$ cat config.mk
export PLATFORM = sky130hd
export DESIGN_NAME = txbcs_top
export DESIGN_NICKNAME = d
export VERILOG_FILES = /design/src/txbcs_fifo.v /design/src/txbcs_top.v
export VERILOG_INCLUDE_DIRS = /design/src
export SDC_FILE = /design/constraint.sdc
export NUM_CORES = 1
export LEC_CHECK = 0
export BUFFER_PORTS_ARGS = -buffer_cell sky130_fd_sc_hd__buf_2
export CAP_MARGIN = 20
export CORE_ASPECT_RATIO = 1.5
export CORE_MARGIN = 3
export CORE_UTILIZATION = 30
export DETAILED_ROUTE_END_ITERATION = 12
export PLACE_DENSITY = 0.48
export SLEW_MARGIN = 20
export SYNTH_ARGS = -nofsm -noshare
export SYNTH_HDL_FRONTEND = slang
export SYNTH_HIERARCHICAL = 1
export SYNTH_SLANG_ARGS = --single-unit
$ cat constraint.sdc
create_clock -name ref_clk -period 7.3 [get_ports ref_clk]
set_input_delay 0.365 -clock ref_clk [delete_from_list [all_inputs] [get_ports ref_clk]]
set_output_delay 0.365 -clock ref_clk [all_outputs]
set_load 0.02 [all_outputs]
$ cat src/txbcs_regs.vh
`ifndef TXBCS_REGS_VH
`define TXBCS_REGS_VH

// Character type codes produced per channel.
`define TXBCS_CHAR_DATA 2'h0
`define TXBCS_CHAR_FILL 2'h1
`define TXBCS_CHAR_SPECIAL 2'h2
`define TXBCS_CHAR_WSYNC 2'h3

// Bonding selection codes.
`define TXBCS_BOND_NONE 2'h0
`define TXBCS_BOND_DUAL 2'h1
`define TXBCS_BOND_QUAD 2'h2

// APB register byte offsets.
`define TXBCS_OFF_CTRL 12'h000
`define TXBCS_OFF_STATUS 12'h004
`define TXBCS_OFF_CHAR 12'h008
`define TXBCS_OFF_FIFO 12'h00C

// Control register fields.
`define TXBCS_CTRL_BOND_LSB 0
`define TXBCS_CTRL_LOOP_BIT 2
`define TXBCS_CTRL_RESET 32'h0000_0000

// Status register fields.
`define TXBCS_STAT_OE_LSB 0
`define TXBCS_STAT_TP_LSB 8
`define TXBCS_STAT_RX_LSB 16
`define TXBCS_STAT_PD_LSB 20

// Resting value of the test-pattern latch: all generators disabled.
`define TXBCS_TP_RESET 8'hFF

`endif

$ cat src/txbcs_fifo.v
`timescale 1ns/1ps
`default_nettype none

module txbcs_fifo #(
    parameter WIDTH = 8,
    parameter DEPTH = 8,
    parameter AW = 3
) (
    // Clock and reset.
    input wire ref_clk,
    input wire rst,
    // Fill side.
    input wire in_valid,
    output wire in_ready,
    input wire [WIDTH-1:0] in_data,
    // Drain side.
    output wire out_valid,
    input wire out_ready,
    output wire [WIDTH-1:0] out_data
);
    reg [WIDTH-1:0] mem_r [0:DEPTH-1];
    reg [AW-1:0] wr_ptr_r;
    reg [AW-1:0] rd_ptr_r;
    reg [AW:0] count_r;
    wire push;
    wire pop;

    assign in_ready = (count_r != DEPTH[AW:0]);
    assign out_valid = (count_r != {(AW+1){1'b0}});
    assign out_data = mem_r[rd_ptr_r];
    assign push = in_valid && in_ready;
    assign pop = out_valid && out_ready;

    always @(posedge ref_clk) begin
        if (push) begin
            mem_r[wr_ptr_r] <= in_data;
        end
    end

    always @(posedge ref_clk or posedge rst) begin
        if (rst) begin
            wr_ptr_r <= {AW{1'b0}};
            rd_ptr_r <= {AW{1'b0}};
            count_r <= {(AW+1){1'b0}};
        end else begin
            if (push) begin
                wr_ptr_r <= (wr_ptr_r == DEPTH[AW-1:0] - 1'b1) ? {AW{1'b0}} : wr_ptr_r + 1'b1;
            end
            if (pop) begin
                rd_ptr_r <= (rd_ptr_r == DEPTH[AW-1:0] - 1'b1) ? {AW{1'b0}} : rd_ptr_r + 1'b1;
            end
            if (push && !pop) begin
                count_r <= count_r + 1'b1;
            end else if (pop && !push) begin
                count_r <= count_r - 1'b1;
            end
        end
    end
endmodule // txbcs_fifo

`default_nettype wire

$ cat src/txbcs_top.v
// What this block does
// - Dual-bonded with char_ctl_b[0] low, channel A picks data, fill, special or sync from char_ctl_a[1:0].
// - Dual-bonded with char_ctl_b[0] low, channel B uses char_ctl_b[1] with char_ctl_a[0].
// - Dual-bonded, char_ctl_b[0] high starts word sync on channels A and B regardless of other bits.
// - Dual-bonded with char_ctl_d[0] low, C uses char_ctl_c[1:0] and D uses char_ctl_d[1] with char_ctl_c[0].
// - Dual-bonded, char_ctl_d[0] high starts word sync on channels C and D.
// - Quad-bonded with char_ctl_b[0] low, each channel uses its bit 1 with char_ctl_a[0]; C and D bit 0 ignored.
// - Quad-bonded, char_ctl_b[0] high starts word sync on all four channels.
// - Local loopback forces every enabled driver to a constant logic one.
// - The output-enable latch is transparent while its control is high; a high bit enables its driver, a low bit disables it.
// - A channel whose two drivers are both disabled has its transmit logic powered down.
// - The falling edge of the output-enable control captures the enable bits until the control rises again.
// - Device reset low clears the output-enable latch, disabling all drivers.
// - Enable bits 7..0 map to D2,D1,C2,C1,B2,B1,A2,A1; odd bits are transmit and even bits receive test enables; even bits are receive enables.
// - The test-pattern latch is transparent while its control is high, a low bit enables, it holds on fall, and reset disables all.
// - The bonding select picks no bonding, dual pairs A-B and C-D, or quad bonding of all four.
//
// The placing of the registers and the APB register port are this design's own decisions.
`timescale 1ns/1ps
`default_nettype none
`include "txbcs_regs.vh"

module txbcs_top (
    // Clock and reset.
    input wire ref_clk,
    input wire rst,
    // APB slave.
    input wire psel,
    input wire penable,
    input wire pwrite,
    input wire [11:0] paddr,
    input wire [31:0] pwdata,
    output reg [31:0] prdata,
    output reg pready,
    output reg pslverr,
    // Device pins from the host logic.
    input wire [1:0] char_ctl_a,
    input wire [1:0] char_ctl_b,
    input wire [1:0] char_ctl_c,
    input wire [1:0] char_ctl_d,
    input wire [7:0] shared_enable_bus,
    input wire output_enable_latch_ctl,
    input wire test_pattern_latch_ctl,
    input wire receive_enable_latch_ctl,
    input wire device_reset_n,
    // Per-channel character types, channel A in the low bits.
    output reg [7:0] char_type,
    // Serial driver enables and their forced level.
    output reg [7:0] serial_out_driver_en,
    output reg [7:0] serial_out_driver_force_one,
    output reg [3:0] tx_logic_power_down,
    // Test-pattern and receive enables, active high.
    output reg [7:0] built_in_pattern_test_en,
    output reg [3:0] receive_channel_en
);
    // Synchronised pins.
    reg [15:0] pin_s1_r;
    reg [15:0] pin_s2_r;
    reg [3:0] ctl_s1_r;
    reg [3:0] ctl_s2_r;
    wire [1:0] cta;
    wire [1:0] ctb;
    wire [1:0] ctc;
    wire [1:0] ctd;
    wire [7:0] ebus;
    wire oe_le;
    wire tp_le;
    wire rx_le;
    wire dev_rst_n;

    // Software state, enable latches and next character types.
    reg [1:0] receive_bonding_select_r;
    reg local_loopback_r;
    reg [7:0] oe_latch_r;
    reg [7:0] tp_latch_r;
    reg [3:0] rx_latch_r;
    reg [7:0] char_type_nxt;

    // Character history FIFO.
    wire fifo_in_ready;
    wire fifo_out_valid;
    wire [7:0] fifo_out_data;
    reg fifo_pop;
    reg [7:0] char_prev_r;
    reg char_seen_r;
    wire fifo_push;

    // APB.
    wire apb_access;
    wire apb_wr;
    reg [31:0] rdata_nxt;
    reg addr_ok;

    assign cta = pin_s2_r[1:0];
    assign ctb = pin_s2_r[3:2];
    assign ctc = pin_s2_r[5:4];
    assign ctd = pin_s2_r[7:6];
    assign ebus = pin_s2_r[15:8];
    assign oe_le = ctl_s2_r[0];
    assign tp_le = ctl_s2_r[1];
    assign rx_le = ctl_s2_r[2];
    assign dev_rst_n = ctl_s2_r[3];

    always @(posedge ref_clk or posedge rst) begin
        if (rst) begin
            pin_s1_r <= 16'h0000;
            pin_s2_r <= 16'h0000;
            ctl_s1_r <= 4'h8;
            ctl_s2_r <= 4'h8;
        end else begin
            pin_s1_r <= {shared_enable_bus, char_ctl_d, char_ctl_c, char_ctl_b, char_ctl_a};
            pin_s2_r <= pin_s1_r;
            ctl_s1_r <= {device_reset_n, receive_enable_latch_ctl, test_pattern_latch_ctl,
                         output_enable_latch_ctl};
            ctl_s2_r <= ctl_s1_r;
        end
    end

    // Character type mapping for every bonding mode.
    always @* begin
        char_type_nxt = {ctd, ctc, ctb, cta};
        case (receive_bonding_select_r)
            `TXBCS_BOND_DUAL: begin
                if (ctb[0]) begin
                    char_type_nxt[3:0] = {`TXBCS_CHAR_WSYNC, `TXBCS_CHAR_WSYNC};
                end else begin
                    char_type_nxt[1:0] = cta;
                    char_type_nxt[3:2] = {ctb[1], cta[0]};
                end
                if (ctd[0]) begin
                    char_type_nxt[7:4] = {`TXBCS_CHAR_WSYNC, `TXBCS_CHAR_WSYNC};
                end else begin
                    char_type_nxt[7:4] = {ctd[1], ctc[0], ctc};
                end
            end
            `TXBCS_BOND_QUAD: begin
                if (ctb[0]) begin
                    char_type_nxt = {4{`TXBCS_CHAR_WSYNC}};
                end else begin
                    char_type_nxt = {ctd[1], cta[0], ctc[1], cta[0],
                                     ctb[1], cta[0], cta};
                end
            end
            default: begin
                char_type_nxt = {ctd, ctc, ctb, cta};
            end
        endcase
    end

    // The first generated character pattern after reset is logged, then each pattern that differs from the last one logged, once the log has room.
    assign fifo_push = !char_seen_r || (char_type_nxt != char_prev_r);

    txbcs_fifo #(
        .WIDTH(8),
        .DEPTH(8),
        .AW(3)
    ) u_fifo (
        .ref_clk(ref_clk),
        .rst(rst),
        .in_valid(fifo_push),
        .in_ready(fifo_in_ready),
        .in_data(char_type_nxt),
        .out_valid(fifo_out_valid),
        .out_ready(fifo_pop),
        .out_data(fifo_out_data)
    );

    // Enable latches and outputs.
    always @(posedge ref_clk or posedge rst) begin
        if (rst) begin
            oe_latch_r <= 8'h00;
            tp_latch_r <= `TXBCS_TP_RESET;
            rx_latch_r <= 4'h0;
            char_type <= 8'h00;
            char_prev_r <= 8'h00;
            char_seen_r <= 1'b0;
            serial_out_driver_en <= 8'h00;
            serial_out_driver_force_one <= 8'h00;
            tx_logic_power_down <= 4'hF;
            built_in_pattern_test_en <= 8'h00;
            receive_channel_en <= 4'h0;
        end else begin
            if (!dev_rst_n) begin
                oe_latch_r <= 8'h00;
                tp_latch_r <= `TXBCS_TP_RESET;
                rx_latch_r <= 4'h0;
            end else begin
                if (oe_le) begin
                    oe_latch_r <= ebus;
                end
                if (tp_le) begin
                    tp_latch_r <= ebus;
                end
                if (rx_le) begin
                    rx_latch_r <= {ebus[6], ebus[4], ebus[2], ebus[0]};
                end
            end
            if (fifo_in_ready) begin
                char_type <= char_type_nxt;
                char_prev_r <= char_type_nxt;
                char_seen_r <= 1'b1;
            end
            serial_out_driver_en <= oe_latch_r;
            serial_out_driver_force_one <= local_loopback_r ? oe_latch_r : 8'h00;
            tx_logic_power_down <= {oe_latch_r[7:6] == 2'b00, oe_latch_r[5:4] == 2'b00,
                                    oe_latch_r[3:2] == 2'b00,
                                    oe_latch_r[1:0] == 2'b00};
            built_in_pattern_test_en <= ~tp_latch_r;
            receive_channel_en <= rx_latch_r;
        end
    end

    // APB slave: access phase with one wait state.
    assign apb_access = psel && penable && !pready;
    assign apb_wr = apb_access && pwrite;

    always @* begin
        addr_ok = 1'b1;
        rdata_nxt = 32'h0000_0000;
        fifo_pop = 1'b0;
        case (paddr)
            `TXBCS_OFF_CTRL: begin
                rdata_nxt[`TXBCS_CTRL_BOND_LSB+1:`TXBCS_CTRL_BOND_LSB] = receive_bonding_select_r;
                rdata_nxt[`TXBCS_CTRL_LOOP_BIT] = local_loopback_r;
            end
            `TXBCS_OFF_STATUS: begin
                rdata_nxt[`TXBCS_STAT_OE_LSB+7:`TXBCS_STAT_OE_LSB] = oe_latch_r;
                rdata_nxt[`TXBCS_STAT_TP_LSB+7:`TXBCS_STAT_TP_LSB] = tp_latch_r;
                rdata_nxt[`TXBCS_STAT_RX_LSB+3:`TXBCS_STAT_RX_LSB] = rx_latch_r;
                rdata_nxt[`TXBCS_STAT_PD_LSB+3:`TXBCS_STAT_PD_LSB] = tx_logic_power_down;
            end
            `TXBCS_OFF_CHAR: begin
                rdata_nxt[7:0] = char_type;
            end
            `TXBCS_OFF_FIFO: begin
                rdata_nxt[7:0] = fifo_out_data;
                rdata_nxt[8] = fifo_out_valid;
                fifo_pop = apb_access && !pwrite && fifo_out_valid;
            end
            default: begin
                addr_ok = 1'b0;
            end
        endcase
    end

    always @(posedge ref_clk or posedge rst) begin
        if (rst) begin
            receive_bonding_select_r <= `TXBCS_BOND_NONE;
            local_loopback_r <= 1'b0;
            prdata <= 32'h0000_0000;
            pready <= 1'b0;
            pslverr <= 1'b0;
        end else begin
            pready <= apb_access;
            pslverr <= apb_access && !addr_ok;
            if (apb_access && !pwrite) begin
                prdata <= rdata_nxt;
            end
            if (apb_wr && paddr == `TXBCS_OFF_CTRL) begin
                receive_bonding_select_r <= pwdata[`TXBCS_CTRL_BOND_LSB+1:`TXBCS_CTRL_BOND_LSB];
                local_loopback_r <= pwdata[`TXBCS_CTRL_LOOP_BIT];
            end
        end
    end
endmodule // txbcs_top

`default_nettype wire

==> flow_summary.toml <==
[clock_network]
clock_latency_ps = 490
cts_tree = "yes"
clock_path_buffers = 3
clk_pin_slew_ps = 60
htreeDepth = 1
root_buffer = "clkbuf_16"
cts_made_buffers = 22
cts_sinks = 204

[synth]
synth_largest_area_cell = "dfrtp_1"
synth-seq-area-share_pct = 68.7
ys_async_sr_fraction_pct = 68.6
synth_edf_count = 64
synthTopCellsByArea = "dfrtp_1, edfxtp_1, dfstp_2, mux4_2, mux2_2"
synth.cell_area_sq_um = 7920
post-synth-top-count-cell = "dfrtp_1"
yosys.area.top_type_share_pct = 39.8
syn_area_per_cell_sq_um = 15.6
ys.flop_type = "dfrtp_1"
synthCells = 507
ys_ff_latch = 204
synth_warnings = 6
synth_common_cells = "dfrtp_1, edfxtp_1, nand2_1"
yosysUniqueCellTypes = 58

[detailed_routing]
dr.pass1.iters = 4
vias_per_cell = 4.54
routedWlPerCell_um = 17.2
vias = 4491
drc = 0
routed_wl_um = 17000
drtIter0Drc = 235
antenna_left = 0

[die]
die_area_sq_um = 28400
initial_core_util_pct = 30.6
die_x_um = 139
num_io_pins = 143
core-area_sq_um = 25900
die_y_um = 205
rows = 72

[global_route]
grt_remaining_overflow = 0
grt_first_pass_wirelength_um = 27000
grt_pass1_vias = 4827
grt_usage_pct = 11.9
grt_max_degree = 72
antenna_found_initial = 0

[worst_hold_path]
hp-class = "input port to flop"

[critical_path]
crit_type = "flop to flop"
max_stage_delay_ps = 500
crit_buf_inv = 3
worstPathMaxFanout = 12
start_kind = "flop"
worstPathCellList = "inv_1 > ha_1 > or3b_2 > a21oi_1 > o21bai_1 > a222oi_1 > nand4_1 > nand2_4 > inv_1 > ha_1 > inv_1 > ha_1 > or4_1 > nand3_1 > o221ai_1"
crit_family = "simple AND/OR/NAND/NOR gates"
slowest_stage = "ha_1"
cp-end-kind = "flop"
worstPathArrival_ps = 4610
worstPathRequired_ps = 7650

[power]
netSwitchingPower_w = 0.000753
powerDensity_nw_per_um2 = 305
p_total_w = 0.00296
power_frac_comb_pct = 14.4
p_leak_nw = 4.27
seq_power_share_pct = 48.6
intPower_w = 0.00221
ir_drop_mv = 0.174
clkPwrFrac_pct = 37.0
switching_share_pct = 25.4

[timing]
finalCritPeriodShare_pct = 58.4
finalCriticalPeriod_ps = 4270
finalSetupViolCount = 0
worst_pin_slew_ps = 1030
relSlewSlack_pct = 31.2
max_freq_mhz = 234
slew_viol_final = 0
clock_skew_ps = 10.7
finalHoldViolCount = 0
rsz0062_at_grt = "false"
setup_tns_ps = 0

[finish]
drive_gt1_share_pct = 34.4
final_cell_area_sq_um = 9720
nets = 720
diodes = 0
syn2layout_area_growth_pct = 22.6

[placement]
dp_hpwl_um = 12500
post_dp_cell_area_sq_um = 8770
gp_congestion = 0.768
io_buffer_count = 105

[outcome]
status = "finished clean"

[run]
maxCapViolCount = 0
## layer usage
metal / GRT usage, % / vias up / share of wire (%)
met5: 0 / - / 0
met4: 3.78 / 0 / 2.5
met3: 2.24 / 25 / 4.3
met2: 23.6 / 97 / 57
met1: 12.7 / 2275 / 36
li1: - / 2094 / -
## worst paths after layout
check | startpoint | endpoint | slack, ps | cells past startpoint
max in group asynchronous | rst | prdata[20]$_DFFE_PP0N_ | 5360 | 4
setup / recovery | receive_bonding_select_r[0]$_DFFE_PP0P_ | u_fifo/count_r[3]$_DFFE_PP0P_ | 3030 | 15
hold reg to reg | pin_s1_r[0]$_DFF_PP0_ | pin_s2_r[0]$_DFF_PP0_ | 350 | 0
min in group asynchronous | rst | u_fifo/count_r[2]$_DFFE_PP0P_ | 430 | 3
hold / removal | pwdata[1] | receive_bonding_select_r[1]$_DFFE_PP0P_ | 80 | 3
setup reg to reg | receive_bonding_select_r[0]$_DFFE_PP0P_ | u_fifo/count_r[3]$_DFFE_PP0P_ | 3030 | 15
## sequential cells by signal, indices dropped and copies added, names as in the netlist
| name | cells |
|---|---|
| receive_channel_en | 4 |
| local_loopback_r | 1 |
| pin_s2_r | 16 |
| serial_out_driver_en | 8 |
| ctl_s2_r | 4 |
| u_fifo/mem_r | 64 |
| tx_logic_power_down | 4 |
| built_in_pattern_test_en | 8 |
| oe_latch_r | 8 |
| receive_bonding_select_r | 2 |
| tp_latch_r | 8 |
| rx_latch_r | 4 |
| u_fifo/rd_ptr_r | 3 |
| char_prev_r | 8 |
| pin_s1_r | 16 |
| u_fifo/count_r | 4 |
| prdata | 24 |
| serial_out_driver_force_one | 8 |
| char_seen_r | 1 |
| ctl_s1_r | 4 |
| pslverr | 1 |
| u_fifo/wr_ptr_r | 3 |
| pready | 1 |
## cell type report
type | count | area (sq um)
Multi-Input combinational cell | 261 | 2270
Clock inverter | 8 | 72.6
Fill cell | 2421 | 16100
Sequential cell | 204 | 5440
Clock buffer | 32 | 659
Inverter | 20 | 77.6
Tap cell | 333 | 417
Timing Repair Buffer | 132 | 781
## cells by family after synthesis
kind of cell / Yosys count / synth area share (%)
adder cells (fa/ha/maj): 10 / 1.67
multiplexers: 59 / 11.6
XOR/XNOR: 6 / 0.663
AO/OA/AOI/OAI: 62 / 5.80
other: 1 / 0.0473
AND/OR/NAND/NOR: 116 / 8.37
flip-flops: 204 / 68.7
buffers and inverters: 49 / 3.13
## worst reg2reg max path: cells and delay by family, from the launching register on
kind | cells | cell delay (ps)
flip-flops | 1 | 390
adder cells (fa/ha/maj) | 3 | 1070
buffers and inverters | 3 | 310
AO/OA/AOI/OAI | 4 | 790
AND/OR/NAND/NOR | 5 | 1590
## power groups by stage
stage	Sequential [W]	Combinational (W)	Clock [W]
2_1_floorplan	0.00145	0.000278	0
3_3_place_gp	0.00145	0.000401	0
3_5_place_dp	0.00146	0.000423	0
4_1_cts	0.00144	0.000433	0.00113
5_1_grt	0.00145	0.000470	0.00118
6_report	0.00144	0.000425	0.00110
## per-stage QoR
step           setup slack (ps)  cells  utilization (%)  hold WS [ps]
4_1_cts                    2980    989             37.5          61.3
6_report                   3030    990             37.6          81.0
5_1_grt                    2740    990             37.6          76.8
3_5_place_dp               3020    928             33.9           335
2_1_floorplan              3490    514                -           205
3_3_place_gp               3150    928             33.9           336
## repair_timing
item                                   in CTS  in global routing
hold buffers                               21                  0
resized for setup                           0                  0
endpoints found under the hold margin      30                  0
setup endpoints to repair                   0                  0
buffers inserted                            0                  0
## cell usage in the layout (no fill, tap or decap), types with 6 or more instances in the layout
cell type and instances:
a22o_2 10, and2_1 9, buf_2 105, clkbuf_16 23, conb_1 8, dfrtp_1 126
dfstp_2 14, dlygate4sd3_1 21, edfxtp_1 64, ha_1 9, inv_1 19, mux2_2 19
mux2_4 8, mux2i_1 13, mux4_1 8, mux4_2 11, nand2_1 29, nand3_1 8
nor2_1 17, nor2b_1 17, nor3_1 6, o211ai_1 8, o21ai_0 15, o31ai_1 6
(Power assumes the default switching activity.)
